[config.mk]
export PLATFORM = sky130hd
export DESIGN_NAME = bsm_top
export DESIGN_NICKNAME = d
export VERILOG_FILES = /design/src/bsm_pkg.sv /design/src/bsm_box_flags.sv /design/src/bsm_top.sv
export SDC_FILE = /design/constraint.sdc
export NUM_CORES = 1
export LEC_CHECK = 0
export BUFFER_PORTS_ARGS = -buffer_cell sky130_fd_sc_hd__buf_2
export CELL_PAD_IN_SITES_DETAIL_PLACEMENT = 1
export CELL_PAD_IN_SITES_GLOBAL_PLACEMENT = 2
export CORE_MARGIN = 10
export CORE_UTILIZATION = 25
export DETAILED_ROUTE_END_ITERATION = 8
export PLACE_DENSITY_LB_ADDON = 0.1
export SLEW_MARGIN = 0
export SYNTH_ARGS = -nofsm -noshare
export SYNTH_HDL_FRONTEND = slang
export SYNTH_SLANG_ARGS = --single-unit
[constraint.sdc]
create_clock -name CORE_CLK_I -period 4.26 [get_ports CORE_CLK_I]
set_input_delay 0.639 -clock CORE_CLK_I [delete_from_list [all_inputs] [get_ports CORE_CLK_I]]
set_output_delay 0.639 -clock CORE_CLK_I [all_outputs]
set_load 0.01 [all_outputs]
[src/bsm_pkg.sv]
// package of constants and carrier types for the bridge status mailbox flags block
// Contract
// RL1: status bit 12 mirrors config status bit 14
// RL2: writes to mirrored system-error flag ignored
// RL3: status bit 13 mirrors config status bit 15
// RL4: inbound mailbox n write sets bit 16+n
// RL5: mailbox flags stay set until one written
// RL6: read-only current status register at 0x306c
// RL7: current bit 3 shows live master enable
// RL8: target-only mode forces master enable zero
// RL9: interrupt status register sits at 0x3060
// RL10: set and enabled status bit raises interrupt
// RL11: reserved bits read zero, ignore writes
package bsm_pkg;

   // ***************************************************************
   // register map
   // ***************************************************************
   localparam logic [13:0] ADDR_IRQ_STATUS  = 14'h3060;
   localparam logic [13:0] ADDR_CUR_STATUS  = 14'h306c;
   localparam logic [13:0] ADDR_IRQ_ENABLE  = 14'h3070;
   localparam int          ADDR_W           = 14;

   // ***************************************************************
   // field positions
   // ***************************************************************
   localparam int SERR_STATUS_BIT   = 12;
   localparam int PERR_STATUS_BIT   = 13;
   localparam int BOX_FLAG_LSB      = 16;
   localparam int NUM_BOXES         = 8;
   localparam int CFG_SERR_BIT      = 14;
   localparam int CFG_PERR_BIT      = 15;
   localparam int CMD_MASTER_EN_BIT = 2;
   localparam int CUR_MASTER_EN_BIT = 3;

   // implemented bits of the interrupt status and enable registers
   localparam logic [31:0] IRQ_IMPL_MASK = 32'h00ff_3000;
   localparam logic [31:0] RESET_WORD    = 32'h0000_0000;

   // ***************************************************************
   // axi response codes
   // ***************************************************************
   localparam logic [1:0] RESP_OKAY   = 2'h0;
   localparam logic [1:0] RESP_SLVERR = 2'h2;

   // ***************************************************************
   // carrier types
   // ***************************************************************
   typedef struct packed {
      logic [15:0] cfg_status;
      logic [15:0] cmd;
   } bsm_pci_cfg_type;

   typedef struct packed {
      logic [1:0]  resp;
      logic [31:0] data;
   } bsm_rd_answer_type;

endpackage

[src/bsm_box_flags.sv]
// sticky mailbox-written flags, write-one-to-clear, set wins over clear
`timescale 1ns/1ps
module bsm_box_flags #(
   parameter int N = 8
) (
   // clock and reset
   input  wire logic         CORE_CLK_I,
   input  wire logic         RSTN_I,
   // events and clears
   input  wire logic [N-1:0] set_i,
   input  wire logic [N-1:0] clear_i,
   // flags
   output logic      [N-1:0] flag_o
);

   logic [N-1:0] flag;
   logic [N-1:0] next_flag;

   genvar g;
   generate
      for (g = 0; g < N; g++) begin : g_flag
         // set beats a clear in the same cycle
         assign next_flag[g] = set_i[g] | (flag[g] & ~clear_i[g]); // RL4 RL5
      end
   endgenerate

   always_ff @(posedge CORE_CLK_I or negedge RSTN_I) begin
      if (!RSTN_I) begin
         flag <= '0;
      end else begin
         flag <= next_flag;
      end
   end

   assign flag_o = flag;

endmodule

[src/bsm_top.sv]
// axi4-lite register bank for bridge interrupt status, enable and current pci status
`timescale 1ns/1ps
module bsm_top #(
   parameter bit TARGET_ONLY = 1'b0
) (
   // clock and reset
   input  wire logic                     CORE_CLK_I,
   input  wire logic                     RSTN_I,
   // pci side state, same clock
   input  wire bsm_pkg::bsm_pci_cfg_type PCI_CFG_I,
   input  wire logic [7:0]               BOX_WRITE_I,
   // write address channel
   input  wire logic                     AWVALID_I,
   output logic                          AWREADY_O,
   input  wire logic [31:0]              AWADDR_I,
   input  wire logic [2:0]               AWPROT_I,
   // write data channel
   input  wire logic                     WVALID_I,
   output logic                          WREADY_O,
   input  wire logic [31:0]              WDATA_I,
   input  wire logic [3:0]               WSTRB_I,
   // write response channel
   output logic                          BVALID_O,
   input  wire logic                     BREADY_I,
   output logic [1:0]                    BRESP_O,
   // read address channel
   input  wire logic                     ARVALID_I,
   output logic                          ARREADY_O,
   input  wire logic [31:0]              ARADDR_I,
   input  wire logic [2:0]               ARPROT_I,
   // read data channel
   output logic                          RVALID_O,
   input  wire logic                     RREADY_I,
   output logic [31:0]                   RDATA_O,
   output logic [1:0]                    RRESP_O,
   // interrupt
   output logic                          CTRL_IRQ_OUT_O
);

   // ***************************************************************
   // write path state
   // ***************************************************************
   logic                       aw_held;
   logic                       next_aw_held;
   logic [bsm_pkg::ADDR_W-1:0] aw_addr;
   logic [bsm_pkg::ADDR_W-1:0] next_aw_addr;
   logic                       w_held;
   logic                       next_w_held;
   logic [31:0]                w_data;
   logic [31:0]                next_w_data;
   logic [3:0]                 w_strb;
   logic [3:0]                 next_w_strb;
   logic                       bvalid;
   logic                       next_bvalid;
   logic [1:0]                 bresp;
   logic [1:0]                 next_bresp;
   logic [31:0]                irq_enable;
   logic [31:0]                next_irq_enable;
   logic                       wr_fire;
   logic [31:0]                wr_bits;
   logic [7:0]                 box_clear;
   logic [7:0]                 box_flag;

   // ***************************************************************
   // read path state
   // ***************************************************************
   logic                       rvalid;
   logic                       next_rvalid;
   bsm_pkg::bsm_rd_answer_type rd_answer;
   bsm_pkg::bsm_rd_answer_type next_rd_answer;

   // ***************************************************************
   // address decode
   // ***************************************************************
   logic wr_hit_status;
   logic wr_hit_enable;
   logic wr_hit_current;
   logic rd_hit_status;
   logic rd_hit_enable;
   logic rd_hit_current;
   logic rd_upper_zero;

   // writes decode the held low address bits only
   always_comb begin
      wr_hit_status  = aw_addr == bsm_pkg::ADDR_IRQ_STATUS; // RL9
      wr_hit_enable  = aw_addr == bsm_pkg::ADDR_IRQ_ENABLE;
      wr_hit_current = aw_addr == bsm_pkg::ADDR_CUR_STATUS; // RL6
   end

   // reads also demand zero in the upper address bits
   always_comb begin
      rd_hit_status  = ARADDR_I[bsm_pkg::ADDR_W-1:0] == bsm_pkg::ADDR_IRQ_STATUS; // RL9
      rd_hit_enable  = ARADDR_I[bsm_pkg::ADDR_W-1:0] == bsm_pkg::ADDR_IRQ_ENABLE;
      rd_hit_current = ARADDR_I[bsm_pkg::ADDR_W-1:0] == bsm_pkg::ADDR_CUR_STATUS; // RL6
      rd_upper_zero  = ARADDR_I[31:bsm_pkg::ADDR_W] == '0;
   end

   // ***************************************************************
   // live register views
   // ***************************************************************
   logic [31:0] irq_status;
   logic [31:0] cur_status;
   logic        master_en;

   always_comb begin
      irq_status = '0; // RL11
      irq_status[bsm_pkg::SERR_STATUS_BIT] =
         PCI_CFG_I.cfg_status[bsm_pkg::CFG_SERR_BIT]; // RL1 RL2
      irq_status[bsm_pkg::PERR_STATUS_BIT] =
         PCI_CFG_I.cfg_status[bsm_pkg::CFG_PERR_BIT]; // RL3
      irq_status[bsm_pkg::BOX_FLAG_LSB +: bsm_pkg::NUM_BOXES] = box_flag;
   end

   assign master_en = TARGET_ONLY ? 1'b0 : PCI_CFG_I.cmd[bsm_pkg::CMD_MASTER_EN_BIT]; // RL7 RL8

   always_comb begin
      cur_status = '0; // RL11
      cur_status[bsm_pkg::CUR_MASTER_EN_BIT] = master_en; // RL6 RL7
   end

   // ***************************************************************
   // write channel handshake
   // ***************************************************************
   assign AWREADY_O = !aw_held && !bvalid;
   assign WREADY_O  = !w_held && !bvalid;
   assign wr_fire   = aw_held && w_held && !bvalid;

   always_comb begin
      integer b;
      b = 0;
      wr_bits = '0;
      for (b = 0; b < 4; b++) begin
         wr_bits[b*8 +: 8] = w_strb[b] ? w_data[b*8 +: 8] : 8'h00;
      end
   end

   // ***************************************************************
   // write address and data holding
   // ***************************************************************
   // a new write waits until the previous response has been taken
   always_comb begin
      next_aw_held = aw_held;
      next_aw_addr = aw_addr;
      next_w_held  = w_held;
      next_w_data  = w_data;
      next_w_strb  = w_strb;
      if (AWVALID_I && AWREADY_O) begin
         next_aw_held = 1'b1;
         next_aw_addr = AWADDR_I[bsm_pkg::ADDR_W-1:0];
      end
      if (WVALID_I && WREADY_O) begin
         next_w_held = 1'b1;
         next_w_data = WDATA_I;
         next_w_strb = WSTRB_I;
      end
      // both halves are spent together when the write executes
      if (wr_fire) begin
         next_aw_held = 1'b0;
         next_w_held  = 1'b0;
      end
   end

   always_ff @(posedge CORE_CLK_I or negedge RSTN_I) begin
      if (!RSTN_I) begin
         aw_held <= 1'b0;
         aw_addr <= '0;
         w_held  <= 1'b0;
         w_data  <= '0;
         w_strb  <= '0;
      end else begin
         aw_held <= next_aw_held;
         aw_addr <= next_aw_addr;
         w_held  <= next_w_held;
         w_data  <= next_w_data;
         w_strb  <= next_w_strb;
      end
   end

   // ***************************************************************
   // write execution and response
   // ***************************************************************
   always_comb begin
      next_bvalid     = bvalid;
      next_bresp      = bresp;
      next_irq_enable = irq_enable;
      box_clear       = '0;
      if (wr_fire) begin
         next_bvalid = 1'b1;
         next_bresp  = bsm_pkg::RESP_OKAY;
         if (wr_hit_status) begin // RL9
            // mirrored bits ignore writes, only box flags clear
            box_clear = wr_bits[bsm_pkg::BOX_FLAG_LSB +: bsm_pkg::NUM_BOXES]; // RL2 RL5
         end else if (wr_hit_enable) begin
            next_irq_enable = wr_bits & bsm_pkg::IRQ_IMPL_MASK; // RL11
         end else if (wr_hit_current) begin
            // read-only, write accepted and dropped
            next_bresp = bsm_pkg::RESP_OKAY; // RL6
         end else begin
            next_bresp = bsm_pkg::RESP_SLVERR;
         end
      end
      if (bvalid && BREADY_I) begin
         next_bvalid = 1'b0;
      end
   end

   always_ff @(posedge CORE_CLK_I or negedge RSTN_I) begin
      if (!RSTN_I) begin
         bvalid     <= 1'b0;
         bresp      <= bsm_pkg::RESP_OKAY;
         irq_enable <= bsm_pkg::RESET_WORD;
      end else begin
         bvalid     <= next_bvalid;
         bresp      <= next_bresp;
         irq_enable <= next_irq_enable;
      end
   end

   assign BVALID_O = bvalid;
   assign BRESP_O  = bresp;

   // ***************************************************************
   // mailbox written flags
   // ***************************************************************
   bsm_box_flags #(
      .N (bsm_pkg::NUM_BOXES)
   ) u_box_flags (
      .CORE_CLK_I (CORE_CLK_I),
      .RSTN_I     (RSTN_I),
      .set_i      (BOX_WRITE_I), // RL4
      .clear_i    (box_clear),
      .flag_o     (box_flag)
   );

   // ***************************************************************
   // read channel
   // ***************************************************************
   assign ARREADY_O = !rvalid;

   always_comb begin
      next_rvalid    = rvalid;
      next_rd_answer = rd_answer;
      if (ARVALID_I && ARREADY_O) begin
         next_rvalid         = 1'b1;
         next_rd_answer.resp = bsm_pkg::RESP_OKAY;
         // mirrors and flags are taken live at the edge that accepts the address
         if (!rd_upper_zero) begin
            next_rd_answer.data = '0;
            next_rd_answer.resp = bsm_pkg::RESP_SLVERR;
         end else if (rd_hit_status) begin
            next_rd_answer.data = irq_status; // RL9
         end else if (rd_hit_current) begin
            next_rd_answer.data = cur_status; // RL6
         end else if (rd_hit_enable) begin
            next_rd_answer.data = irq_enable;
         end else begin
            next_rd_answer.data = '0;
            next_rd_answer.resp = bsm_pkg::RESP_SLVERR;
         end
      end else if (rvalid && RREADY_I) begin
         next_rvalid = 1'b0;
      end
   end

   always_ff @(posedge CORE_CLK_I or negedge RSTN_I) begin
      if (!RSTN_I) begin
         rvalid    <= 1'b0;
         rd_answer <= '0;
      end else begin
         rvalid    <= next_rvalid;
         rd_answer <= next_rd_answer;
      end
   end

   assign RVALID_O = rvalid;
   assign RDATA_O  = rd_answer.data;
   assign RRESP_O  = rd_answer.resp;

   // ***************************************************************
   // interrupt output
   // ***************************************************************
   logic [31:0] irq_pending;
   logic        irq;
   logic        next_irq;

   // registered so the line cannot glitch while status and enable settle
   always_comb begin
      irq_pending = irq_status & irq_enable; // RL10
      next_irq    = |irq_pending;
   end

   always_ff @(posedge CORE_CLK_I or negedge RSTN_I) begin
      if (!RSTN_I) begin
         irq <= 1'b0;
      end else begin
         irq <= next_irq;
      end
   end

   assign CTRL_IRQ_OUT_O = irq;

endmodule

==> impl_metrics.tcl <==
set metrics [dict create \
    status "finished, final reports clean" \
    rr_worst_depth 4 \
    worstPathArrival_ps 2490 \
    grt_pass1_wl_mm 13.25 \
    grt_pass1_vias 2425 \
    p_clk_share_pct 36.5 \
    clockBufferDepth 2 \
    drcViolationCount 0 \
    p_int_mw 1.426 \
    rsz0062_at_grt "false" \
    drt-initial-drc-count 78 \
    wl_mm 8.101 \
    synth_common_cells "62 x dfrtp_1, 26 x mux2_2, 24 x buf_4" \
    hp-class "input pin to async pin" \
    io-pin-count 195 \
    crit_buf_inv 0 \
    worstSetupEndpointType "flip-flop" \
    dieArea_sq_mm 0.01629 \
    post_cts_resized 0 \
    instances_no_fill 496 \
    htreeDepth 3 \
    post_cts_buffers 0 \
    avgSynthCellArea_sq_um 11.58 \
    drv_slew 0 \
    crit_cells 4 \
    crit_type "flip-flop to flip-flop" \
    routedWlPerCell_microns 16.33 \
    io_buffer_count 94 \
    finalCritPeriodShare_pct 52.67 \
    finClkSkew_ps 5.309 \
    slowest_stage "and3_1" \
    area_growth_syn_to_layout_pct 28.74 \
    final.min_clock_period_ps 2244 \
    dp_cells 479 \
    coreArea_sq_mm 0.01137 \
    power_frac_seq_pct 43.2 \
    drive_above_1_share_pct 41.48 \
    grt_usage_pct 10.08 \
    hold_ws_ps 437.8 \
    yosysWarnings 0 \
    dp_slack_ps 1909 \
    hold_viol 0 \
    slew-limit-headroom_pct 21.30 \
    required_ps 4500 \
    setup_ws_ps 2016 \
    ctsHoldBuffers 0 \
    setup_tns_ps 0 \
    achievable-frequency_ghz 0.4457 \
    async_flop_share_pct 100.0 \
    synth_top_cell_by_area "dfrtp_1" \
    netSwitchingFraction_pct 28.02 \
    r2r_end "irq_enable[21]" \
    crit_family "simple AND/OR/NAND/NOR gates" \
    start_util_pct 25.46 \
    num-nets-final 500 \
    num_rows 39 \
    globalplace.congestion 0.6903 \
    syn_area_sq_mm 0.002895 \
    ff2ff_setup_slack_ps 2020 \
    synth_ff_type "dfrtp_1" \
    startpoint_type "flip-flop" \
    regToRegStartpoint "aw_addr[1]" \
    cts_buffers 9 \
    viasPerCell 4.361 \
    dp_hpwl_mm 6.460 \
    yosysMostFrequentCell "dfrtp_1" \
    die_w_microns 127.6 \
    p_leak_nw 1.685 \
    powerDensity_mw_per_mm2 531.6 \
    ys_seq_elements 62 \
    synthTopCellsByArea "dfrtp_1 54%, mux2_2 10%, buf_4 6.2%" \
    synth_edf_count 0 \
    crit_chain "nor4b_1, and3_1, and3_1, mux2i_1" \
    cp_common_cell "and3_1" \
    power.switching_mw 0.5553 \
    synth_cell_types 37 \
    tightestPinTransition_ps 1178 \
    seq_area_frac_synth_pct 53.59 \
    comb_power_share_pct 20.2 \
    syn_inst 250 \
    max_stage_delay_ps 640 \
    maxCapViolCount 0 \
    num_vias 2163 \
    fillers 1326 \
    grt_max_degree 39 \
    path_clk_slew_ps 50 \
    dr.pass1.iters 4 \
    cts_tree "yes" \
    postRouteAntennaNets 0 \
    ir_drop_mv 0.2318 \
    root_buffer "clkbuf_16" \
    crit_fanout 10 \
    yosysTopAreaCellShare_pct 53.59 \
    die_y_microns 127.6 \
    globalRoute.totalOverflow 0 \
    setup_violations 0 \
    antenna_found_initial 1 \
    cts_sinks 62 \
    clk_latency_ps 330 \
]
metal layers:
layer	routed length (microns)	global-route usage, %
met4	94	2.980
met3	664	4.425
met1	3610	12.48
met5	0	0
met2	3732	15.53
registers in the layout, summed over array words and instances, names as in the netlist, 2 cells and up:
signal              flops
aw_addr                14
RDATA_O                11
irq_enable             10
w_data                 10
u_box_flags.flag_o      8
w_strb                  2
how the worst max path moves through the flow:
| stage | endpoint | slack, ps | startpoint |
|---|---|---|---|
| final | irq_enable[21] | 2020 | aw_addr[1] |
| after global routing | irq_enable[13] | 1750 | aw_addr[1] |
| after CTS | irq_enable[21] | 1870 | aw_addr[1] |
| after detailed placement | irq_enable[21] | 1910 | aw_addr[1] |
| after global placement | irq_enable[17] | 1940 | aw_addr[1] |
| after floorplan | RDATA_O[12] | 2430 | ARADDR_I[14] |
per-stage QoR:
stage	util (%)	area, sq um	total power [mW]
2_1_floorplan	-	2978	1.145
3_3_place_gp	30.12	3425	1.272
3_5_place_dp	30.12	3425	1.286
4_1_cts	32.76	3725	2.026
5_1_grt	32.76	3725	2.115
6_report	32.78	3727	1.982
layout make-up:
cell class	count	area, sq um	area share, %
timing repair buffer	97	493.0	13.23
clock buffer	10	239.0	6.412
inverter	13	48.80	1.309
antenna	1	2.502	0.06714
clock inverter	6	61.31	1.645
sequential	62	1551	41.62
tap	143	178.9	4.800
multi-input combinational	164	1152	30.92
power groups by stage:
stage          logic, mW  clock network, mW  registers, mW
3_3_place_gp       0.403                  0          0.868
2_1_floorplan      0.317                  0          0.828
3_5_place_dp       0.414                  0          0.872
6_report           0.401              0.723          0.857
4_1_cts            0.414              0.749          0.863
5_1_grt            0.452              0.777          0.886
cells by family (layout without fill, tap and decap cells):
family                 count (synthesis)  after routing  share of synthesized area (%)
flip-flops                            62             62                          53.59
other                                  1             24                         0.1295
AO/OA/AOI/OAI                         43             43                          10.20
AND/OR/NAND/NOR                       62             62                          13.05
multiplexers                          36             36                          13.57
buffers and inverters                 46            126                          9.464
cell usage in the layout (no fill, tap or decap), types with 4 or more instances in the layout:
cell type	netlist	final
a21o_1	10	10
a22oi_1	13	13
buf_2	3	94
clkbuf_16	0	9
conb_1	1	23
dfrtp_1	62	62
inv_1	13	13
mux2_2	26	26
mux2i_1	10	10
nand2_1	23	23
nand4_1	10	10
nor2_1	4	4
o21ai_0	4	4
o21ai_1	9	9
Power figures use the tool's default switching activity.
